File: config.mk
export PLATFORM = sky130hd
export DESIGN_NAME = port_eight_gpio
export DESIGN_NICKNAME = d
export VERILOG_FILES = /design/src/port_eight_pkg.sv /design/src/port_eight_gpio.sv
export SDC_FILE = /design/constraint.sdc
export NUM_CORES = 1
export LEC_CHECK = 0
export BUFFER_PORTS_ARGS = -buffer_cell sky130_fd_sc_hd__buf_2
export CORE_MARGIN = 3
export CORE_UTILIZATION = 52
export CTS_CLUSTER_DIAMETER = 200
export DETAILED_ROUTE_END_ITERATION = 8
export PLACE_DENSITY = 0.81
export SLEW_MARGIN = 20
export SYNTH_ARGS = -nofsm -noshare
export SYNTH_HDL_FRONTEND = slang
export SYNTH_SLANG_ARGS = --single-unit
File: constraint.sdc
create_clock -name clk -period 3.5 [get_ports clk]
set_clock_uncertainty 0.1 [all_clocks]
set_input_delay 0.525 -clock clk [delete_from_list [all_inputs] [get_ports clk]]
set_output_delay 0.525 -clock clk [all_outputs]
set_load 0.05 [all_outputs]
File: src/port_eight_pkg.sv
/*
  Constants for the eight-bit port that doubles as the upper external data byte.
  Assumes a plain register port with a four-bit address and eight-bit data.
*/
package port_eight_pkg;

  // ****************************************
  // Register map
  // ****************************************
  localparam logic [3:0] direction_offset = 4'h0;
  localparam logic [3:0] output_latch_offset = 4'h1;
  localparam logic [3:0] pin_level_offset = 4'h2;
  localparam logic [3:0] mode_control_offset = 4'h3;

  // ****************************************
  // Fields and reset values
  // ****************************************
  localparam int expansion_mode_pos = 0;
  localparam logic [7:0] direction_reset = 8'h00;
  localparam logic [7:0] output_latch_reset = 8'h00;
  localparam logic expansion_mode_reset = 1'h0;
  localparam logic [7:0] write_only_read_value = 8'h00;
  localparam logic [7:0] unmapped_read_value = 8'h00;

endpackage

File: src/port_eight_gpio.sv
/*
  Eight-bit general purpose port whose pins can carry external data bus bits 8 to 15.
  Assumes pin inputs synchronous to clk and an external bus controller driving the
  upper data byte while expansion mode is on.
*/
`timescale 1ns/1ps

module port_eight_gpio #(
  parameter int width = 8
) (
  input wire logic clk,
  input wire logic rst,
  input wire logic [3:0] addr,
  input wire logic [7:0] wdata,
  input wire logic wr,
  input wire logic rd,
  output logic [7:0] rdata,
  input wire logic [width-1:0] pin_in,
  output logic [width-1:0] pin_out,
  output logic [width-1:0] pin_oe,
  input wire logic [width-1:0] bus_out,
  input wire logic bus_oe,
  output logic [width-1:0] bus_in,
  output logic expansion_mode
);

  // ****************************************
  // Register state
  // ****************************************
  logic [width-1:0] direction_reg;
  logic [width-1:0] output_latch_reg;
  logic expansion_mode_bit;
  logic [width-1:0] pin_level_reg;
  logic [width-1:0] next_pin_out;
  logic [width-1:0] next_pin_oe;

  // Direction register, write only
  always_ff @(posedge clk) begin
    if (rst) begin
      direction_reg <= port_eight_pkg::direction_reset[width-1:0];
    end else if (wr && addr == port_eight_pkg::direction_offset) begin
      direction_reg <= wdata[width-1:0];
    end
  end

  // Output latch
  always_ff @(posedge clk) begin
    if (rst) begin
      output_latch_reg <= port_eight_pkg::output_latch_reset[width-1:0];
    end else if (wr && addr == port_eight_pkg::output_latch_offset) begin
      output_latch_reg <= wdata[width-1:0];
    end
  end

  // Mode control, expansion bit
  always_ff @(posedge clk) begin
    if (rst) begin
      expansion_mode_bit <= port_eight_pkg::expansion_mode_reset;
    end else if (wr && addr == port_eight_pkg::mode_control_offset) begin
      expansion_mode_bit <= wdata[port_eight_pkg::expansion_mode_pos];
    end
  end

  // ****************************************
  // Pin level view
  // ****************************************
  // Per bit: latch when output, live pin when input; no reset value
  genvar i;
  generate
    for (i = 0; i < width; i++) begin : g_level
      assign pin_level_reg[i] = direction_reg[i] ? output_latch_reg[i] : pin_in[i];
    end
  endgenerate

  // ****************************************
  // Read port
  // ****************************************
  always_ff @(posedge clk) begin
    if (rst) begin
      rdata <= 8'h00;
    end else if (rd) begin
      case (addr)
        port_eight_pkg::direction_offset: begin
          rdata <= port_eight_pkg::write_only_read_value;
        end
        port_eight_pkg::output_latch_offset: begin
          rdata <= 8'(output_latch_reg);
        end
        port_eight_pkg::pin_level_offset: begin
          rdata <= 8'(pin_level_reg);
        end
        port_eight_pkg::mode_control_offset: begin
          rdata <= 8'(expansion_mode_bit);
        end
        default: begin
          rdata <= port_eight_pkg::unmapped_read_value;
        end
      endcase
    end else begin
      rdata <= 8'h00;
    end
  end

  // ****************************************
  // Pin function select
  // ****************************************
  always_comb begin
    if (expansion_mode_bit) begin
      next_pin_out = bus_out;
      next_pin_oe = {width{bus_oe}};
    end else begin
      next_pin_out = output_latch_reg;
      next_pin_oe = direction_reg;
    end
  end

  // Registered pin drive
  always_ff @(posedge clk) begin
    if (rst) begin
      pin_out <= '0;
      pin_oe <= '0;
    end else begin
      pin_out <= next_pin_out;
      pin_oe <= next_pin_oe;
    end
  end

  // Pin levels towards the bus controller
  always_ff @(posedge clk) begin
    if (rst) begin
      bus_in <= '0;
      expansion_mode <= 1'h0;
    end else begin
      bus_in <= pin_in;
      expansion_mode <= expansion_mode_bit;
    end
  end

endmodule

Yosys cells after proc, flatten, opt, wreduce, memory -nomap -nowiden
Cells that the tools add are included.
{ "totals": {"reg_bits": 50, "input_bits": 33, "word_cells": 28} }
{ "op_classes": {"n_eq_ne": 3, "muxes": 11, "n_bitwise": 1, "reduce_logical": 5} }
{ "op_table": {"columns": ["operator", "count"], "rows": [
  ["8-bit case mux with 3 select lines", 1],
  ["8-bit 2-to-1 mux", 2],
  ["4-bit by 2-bit == test with 1-bit output (second input constant)", 2],
  ["1-bit 2-to-1 mux", 8],
  ["4-bit by 1-bit == test with 1-bit output (second input constant)", 1],
  ["4-bit zero test", 1],
  ["1-bit logical AND", 3],
  ["2-bit OR reduction", 1],
  ["1-bit NOT", 1]
]} }

Longest topological paths before layout
Gate-level depths: netlist of the first run.
{ "depth": {"word_depth": 2, "ltp_mapped": 5, "depth_no_buf": 3} }

Worst setup path after synthesis of the first run
OpenSTA, ideal clock, no wires.
{ "synth_path": {"path_kind": "input to register", "startpoint": "input addr[3]", "endpoint": "register output_latch_reg[2]", "setup_time_ns": 0.132, "arrival_ns": 1.262, "t_required_ns": 3.268, "path_slack_ns": 2.005, "stages": 4, "n_path_buf": 1, "path_cell_list": "or3b_1 > clkbuf_1 > o21ai_0 > a21oi_1"} }
{ "synth_via": {"elab_chain_cells": 2} }
{ "synth_lines": {"columns": ["item", "line", "rtl"], "rows": [
  ["start: declaration", "port_eight_gpio.sv:13", "input wire logic [3:0] addr,"],
  ["4-bit by 1-bit == test with 1-bit output", "port_eight_gpio.sv:50", "end else if (wr && addr == port_eight_pkg::output_latch_offset) begin"],
  ["1-bit logical AND", "port_eight_gpio.sv:50", null],
  ["end signal: assignment", "port_eight_gpio.sv:49", "output_latch_reg <= port_eight_pkg::output_latch_reset[width-1:0];"],
  ["end signal: assignment", "port_eight_gpio.sv:51", "output_latch_reg <= wdata[width-1:0];"],
  ["end: declaration", "port_eight_gpio.sv:31", "logic [width-1:0] output_latch_reg;"]
]} }
Every way passes these cells.
A chain may end at the register's enable or synchronous reset.

Worst setup path in the final report of the first run
{ "layout_path": {"startpoint": "input addr[3]", "endpoint": "register rdata[1]"} }
{ "layout_via": {"elab_chain_cells": 2, "word_cells_on_any_way": 4} }
{ "layout_lines": {"columns": ["item", "line", "rtl"], "rows": [
  ["4-bit by 2-bit == test with 1-bit output or 4-bit by 1-bit == test with 1-bit output (tied branches)", "port_eight_gpio.sv:82", "case (addr)"],
  ["8-bit case mux with 3 select lines *", "port_eight_gpio.sv:82", null],
  ["end signal: assignment", "port_eight_gpio.sv:84", "rdata <= port_eight_pkg::write_only_read_value;"],
  ["end signal: assignment", "port_eight_gpio.sv:87", "rdata <= 8'(output_latch_reg);"],
  ["end signal: assignment", "port_eight_gpio.sv:90", "rdata <= 8'(pin_level_reg);"],
  ["end: declaration", "port_eight_gpio.sv:17", "output logic [7:0] rdata,"]
]} }
Mark *: on every way between the ends. The rest lies on a longest branch, timed or not.

==> metrics, run 1 <==
Final Wtd Congestion 0.764; crit-path max cell delay roughly 760 ps; Layout fillers ~310; core box area ~3400 um2; H-tree Lvls 2; Avg Inst Size Synth roughly 9.5 um2; synthesis warning total 0; Seq. cell area 1000 um2; hold depth 2; Ports 66; Chip Width about 66 um; most frequent cells in the layout buf_2, dfxtp_1, a21oi_1; TritonCTS buffer count 5; CP Max Fanout 15; Peak supply drop approximately 0.00025 V; Die Ht approximately 66 um; Max Root-Sink Buffers 2; row count 21; clock root buffer clkbuf_4; Critical Path Slowest Stage Cell nor4b_4; crit end category register; Leak approximately 0.9 nW; worst skew pair latency approximately 370 ps; Worst Setup SP addr[3]; nets@finish just under 300; initial antenna violation count 0; die area ~4400 um2; synthesized area ~1900 um2; Max-Cap Viols 0; TNS Setup 0 ps; vias in the first global route between 1.5k and 2k; Setup WS post-layout between 1500 and 2000 ps; Netlist cell types 26; Worst Path Required approximately 3700 ps; worst hold path class input pin to register; Detail Route Antenna Nets 0; count of pins over their slew limit 0; Area contributors post-synth dfxtp_1, a21oi_1, nand3_1, mux2i_1, o21ai_0; flop and latch count out of synthesis 50; Setup crit end rdata[1]; Critical R2R Launch expansion_mode_bit; Post-CTS Setup Repair Bufs 0; first-pass GRT wire length slightly below 7000 um; ratio of cells with drive above 1 in the final layout 0.308; Syn Inst Count roughly 200; crit path kind input pin to register; port buffer count 65; cts hold-fix bufs 0; Critical Path Source Type input pin; most common cell after layout, fill and taps aside buf_2; router iterations before antenna repair 4; CTS resizes 0; Global Route Usage Sum 0.204; CP cell instances buf_2, nor4b_4, a32oi_1, a21oi_1; DP HPWL roughly 3000 um; power per cell area approximately 410 nW/um2; crit path time final 1630 ps; total number of vias 1632; Syn Nets around 230; fmax between 600 and 700 MHz; Routed WL per cell between 10 and 15 um; Fin. Hold Viols 0; antenna fix cells 0; drt total wl about 4100 um; Reg2Reg Capture Point pin_oe[0]; initial cell density of the core 0.552; r2r setup slk 1880 ps; Num Clock Sinks 50; r2r worst-path depth 2; Area Overhead vs Synth 20.6%; Arr. time, crit path between 1500 and 2000 ps; Yosys top cell area share 0.531; sequential fraction of the synthesis area 0.531; pin count of the biggest net entering global routing 44; actual slew at the worst max-slew pin between 800 and 900 ps; worst slack, placed 1510 ps; RSZ-0062 raised after global routing false; crit share post-route 0.464; Residual DRC 0; DRT iter0 DRCs about 110; vias per inst between 5 and 6; area taken by multi-input logic gates approximately 800 um2; CTS tree yes; Synth area leader dfxtp_1; total gr overflow 0; Slew headroom 0.453; Setup Viol. Count Final 0; outcome complete, no violations; Worst-path clk slew approximately 140 ps
==> area by class of cell <==
class / count / share of cell area
inverters: 7 / 0.0116
multi-input cells: 129 / 0.351
clock inverters: 3 / 0.00935
flip-flops and latches: 50 / 0.440
repair buffers: 66 / 0.146
well taps: 46 / 0.0253
clock buffers: 5 / 0.0165
==> Yosys cell counts (all sizes together) <==
library cell and count:
dfxtp 50, a21oi 32, nand3 23, o21ai 18, clkbuf 10, nand2b 9, nor2 9, nor2b 9
mux2i 8, a32oi 7, inv 7, buf 3, nor4b 3, mux2 2, nand2 2, a22oi 1
and2b 1, nand4 1, nor3 1, nor3b 1, or3 1, or3b 1
==> layer usage <==
layer,track usage,up-vias,routed length (um)
met5,0,-,0
met4,0.0685,0,54
met3,0.0476,7,358
met2,0.354,63,1930
met1,0.246,745,1810
li1,-,817,-
==> worst max-delay path: cells and delay by family <==
kind | cells | cell delay [ps]
simple gates | 1 | 760
compound gates | 2 | 380
buf+inv | 1 | 160
==> cell families after synthesis <==
group	after synthesis	share of synthesized area
buf+inv	20	0.0458
mux	10	0.0544
compound gates	58	0.169
simple gates	61	0.200
flops	50	0.531
==> report_power, final <==
part | leakage [nW] | switching [W] | internal, W
combinational | 0.458 | 0.0000654 | 0.0000311
sequential | 0.405 | 0.00000468 | 0.000579
clock | 0.0312 | 0.000181 | 0.0000784
total | 0.895 | 0.000251 | 0.000688
==> worst min path at each step <==
stage / start / endpoint / slack, ps
2_1_floorplan: direction_reg[0] / pin_oe[0] / 360
3_3_place_gp: output_latch_reg[2] / rdata[2] / 380
3_5_place_dp: output_latch_reg[4] / rdata[4] / 390
4_1_cts: pin_in[7] / bus_in[7] / 280
5_1_grt: pin_in[5] / bus_in[5] / 280
6_report: pin_in[1] / bus_in[1] / 270
==> metrics by stage <==
step	hold slack (ps)	instance area [um2]	cells	power, W	utilization
CTS	276	2270	306	0.000943	0.666
detailed placement	390	2220	298	0.000692	0.649
floorplan	365	1890	199	0.000654	-
global route	279	2270	306	0.000975	0.666
global placement	381	2220	298	0.000691	0.649
finish	274	2270	306	0.000940	0.666
No activity file was read; power rests on OpenSTA's default activity.
==> run 2, diff against run 1 <==
--- a/config.mk
+++ b/config.mk
@@ -5,12 +5,13 @@
 export SDC_FILE = /design/constraint.sdc
 export NUM_CORES = 1
 export LEC_CHECK = 0
+export ABC_AREA = 1
 export BUFFER_PORTS_ARGS = -buffer_cell sky130_fd_sc_hd__buf_2
 export CORE_MARGIN = 3
-export CORE_UTILIZATION = 52
+export CORE_UTILIZATION = 43
 export CTS_CLUSTER_DIAMETER = 200
 export DETAILED_ROUTE_END_ITERATION = 8
-export PLACE_DENSITY = 0.81
+export PLACE_DENSITY = 0.72
 export SLEW_MARGIN = 20
 export SYNTH_ARGS = -nofsm -noshare
 export SYNTH_HDL_FRONTEND = slang
==> constraint.sdc (replaced) <==
create_clock -name clk -period 1.4 [get_ports clk]
set_clock_uncertainty 0.1 [all_clocks]
set_input_delay 0.21 -clock clk [delete_from_list [all_inputs] [get_ports clk]]
set_output_delay 0.21 -clock clk [all_outputs]
set_load 0.05 [all_outputs]
==> run 2 against run 1 <==
  * Clock-buffer cell count rose by 1
  * Non-clock buffer count is 8 higher
  * Worst hold slack worse by 250 ps
  * Worst setup slack got worse by 1700 ps
  * Critical path type is now register to primary output
  * Largest cell class unchanged
  * Power rose to 2.9 times the previous value
==> metrics, run 2 <==
post-route insts no fill 352 (was 306); outcome complete, no violations (unchanged); DRT iter0 DRCs 86 (was 112); ratio of cells with drive above 1 in the final layout 0.291 (was 0.308); Worst-path clk slew 80 ps (was 140 ps); Slew headroom 0.757 (was 0.453); crit end category primary output (was register); fraction of registers with async set/reset 0 (unchanged); Critical Path Source Type register (was input pin); fmax 833 MHz; CTS tree yes (unchanged); most common cell after layout, fill and taps aside buf_2 (unchanged); pin count of the biggest net entering global routing 27 (was 44); hold depth 3 (was 2); antenna fix cells 0 (unchanged); RSZ-0062 raised after global routing false (unchanged); clock share of power 0.368 (was 0.276); Post-synth EDFFs 0 (unchanged); Setup Viol. Count Final 0 (unchanged); P_sw 0.000634 W (was 0.000251 W); synthesized area 1820 um2 (was 1890 um2); first-pass GRT wire length 6880 um (was 6910 um); Num Clock Sinks 50 (unchanged); Routed WL per cell 12.0 um (was 13.6 um); Syn Inst Count 230 (was 199); nets@finish 335 (was 292); Worst Path Required 1090 ps (was 3700 ps); area taken by multi-input logic gates 708 um2 (was 798 um2); Synth Flop Type dfxtp_1 (unchanged); flop and latch count out of synthesis 50 (unchanged); synthesis warning total 0 (unchanged); initial cell density of the core 0.452 (was 0.552); CTS resizes 0 (unchanged); Comb power frac 0.098 (was 0.103); CP Max Fanout 1 (was 15); DP HPWL 3250 um (was 3010 um); power per cell area 1170 nW/um2 (was 413 nW/um2); initial antenna violation count 0 (unchanged); Synth top cells by count dfxtp_1, nor2_1, nand2_1 (was dfxtp_1, a21oi_1, nand3_1); largest family of logic cells by synthesized area simple AND/OR/NAND/NOR gates (unchanged); simple-gate portion of the synthesized area 0.260 (was 0.200); worst skew pair latency 290 ps (was 370 ps); Flop pwr share 0.534 (was 0.621); total number of vias 1690 (was 1632); Critical R2R Launch expansion_mode_bit (unchanged); compound-cell area share of the yosys netlist 0.129 (was 0.169); Worst Path Buf+Inv 1 (unchanged); Area contributors post-synth dfxtp_1, nor2_1, nand2_1, a21oi_1, o21ai_0 (was dfxtp_1, a21oi_1, nand3_1, mux2i_1, o21ai_0); core box area 4030 um2 (was 3420 um2); cell count after placement 345 (was 298); TritonCTS buffer count 5 (unchanged); Max Root-Sink Buffers 2 (unchanged); crit-path max cell delay 330 ps (was 760 ps); Leak 1.09 nW (was 0.895 nW); Ports 66 (unchanged); Die Ht 71.0 um (was 66.2 um); Switching Fraction 0.231 (was 0.268); Crit path depth 1 (was 4); row count 23 (was 21); Worst Setup SP rdata[7] (was addr[3]); sequential fraction of the synthesis area 0.550 (was 0.531); Arr. time, crit path 890 ps (was 1830 ps); cts hold-fix bufs 0 (unchanged); Final Wtd Congestion 0.854 (was 0.764); H-tree Lvls 2 (unchanged); Setup WS post-layout 200 ps (was 1870 ps); TNS Setup 0 ps (unchanged); crit path kind register to primary output (was input pin to register); hold path startpoint pin_in[7] (was pin_in[1]); Avg Inst Size Synth 7.91 um2 (was 9.48 um2); router iterations before antenna repair 4 (unchanged); post-synthesis xor/xnor area fraction 0 (unchanged); Synth Area in Adders 0 (unchanged); CP cell instances buf_2 (was buf_2, nor4b_4, a32oi_1, a21oi_1); Post-CTS Setup Repair Bufs 0 (unchanged); port buffer count 65 (unchanged); count of pins over their slew limit 0 (unchanged); Netlist cell types 19 (was 26); Max-Cap Viols 0 (unchanged); crit share post-route 0.857; Seq. cell area 1000 um2 (unchanged); Area Overhead vs Synth 28.5% (was 20.6%); Chip Width 71.0 um (was 66.2 um); Residual DRC 0 (unchanged); count leader, synth dfxtp_1 (unchanged); Fin. Hold Viols 0 (unchanged); internal cell power 0.00211 W (was 0.000688 W); worst slack, placed 60.5 ps (was 1510 ps); Detail Route Antenna Nets 0 (unchanged); Layout fillers 408 (was 308); vias per inst 4.80 (was 5.33); multiplexer share of the synthesized area 0 (was 0.0544); Yosys top cell area share 0.550 (was 0.531); actual slew at the worst max-slew pin 364 ps (was 817 ps); worst hold path class input pin to register (unchanged); r2r worst-path depth 4 (was 2); drt total wl 4230 um (was 4150 um); clock root buffer clkbuf_8 (was clkbuf_4); Global Route Usage Sum 0.172 (was 0.204); Syn Nets 263 (was 232); vias in the first global route 1522 (was 1534); Critical Path Slowest Stage Cell dfxtp_1 (was nor4b_4); crit path time final approximately 1200 ps; delay-heaviest family, CP flip-flops (was simple AND/OR/NAND/NOR gates); total gr overflow 0 (unchanged); most frequent cells in the layout buf_2, dfxtp_1, nor2_1 (was buf_2, dfxtp_1, a21oi_1); Synth area leader dfxtp_1 (unchanged); Peak supply drop 0.000481 V (was 0.000253 V); die area 5050 um2 (was 4380 um2)
## run 2: kinds of logic (layout without fill, tap and decap cells)
logic type,Yosys count,after routing
compound gates,47,47
buf+inv,25,97
flops,50,50
simple gates,108,108
## run 2: final timing paths
path	endpoint	slack (ps)
min reg2reg	pin_oe[7]	390
max reg2reg	pin_out[1]	350
max	rdata[7]	200
min	bus_in[7]	30
## run 2: power groups by stage
stage	clock network, W	registers (W)	logic [W]
after floorplan	0	0.00157	0.0000939
after global placement	0	0.00150	0.000266
after detailed placement	0	0.00150	0.000271
after CTS	0.00103	0.00146	0.000272
after global routing	0.00109	0.00147	0.000295
final	0.00101	0.00146	0.000269
## run 2: final cells by class
type                    count  area share
repair buffers             74       0.168
inverters                  16      0.0262
flip-flops and latches     50       0.428
multi-input cells         155       0.303
clock buffers               6      0.0353
clock inverters             1      0.0128
well taps                  50      0.0268
## run 2: metrics by stage
step | instance area [um2] | utilization | hold WS, ps | power (W)
2_1_floorplan | 1820 | - | 232 | 0.00166
3_3_place_gp | 2230 | 0.552 | 332 | 0.00176
3_5_place_dp | 2230 | 0.552 | 331 | 0.00177
4_1_cts | 2340 | 0.580 | 18.9 | 0.00277
5_1_grt | 2340 | 0.580 | 34.7 | 0.00285
6_report | 2340 | 0.580 | 25.7 | 0.00274
## run 2: layer usage
metal,global-route usage,wire (um),up-vias,share of wire
met5,0,0,-,0
met4,0.0689,77,0,0.018
met3,0.0497,283,8,0.067
met2,0.284,2050,48,0.48
met1,0.210,1820,747,0.43
li1,-,-,887,-
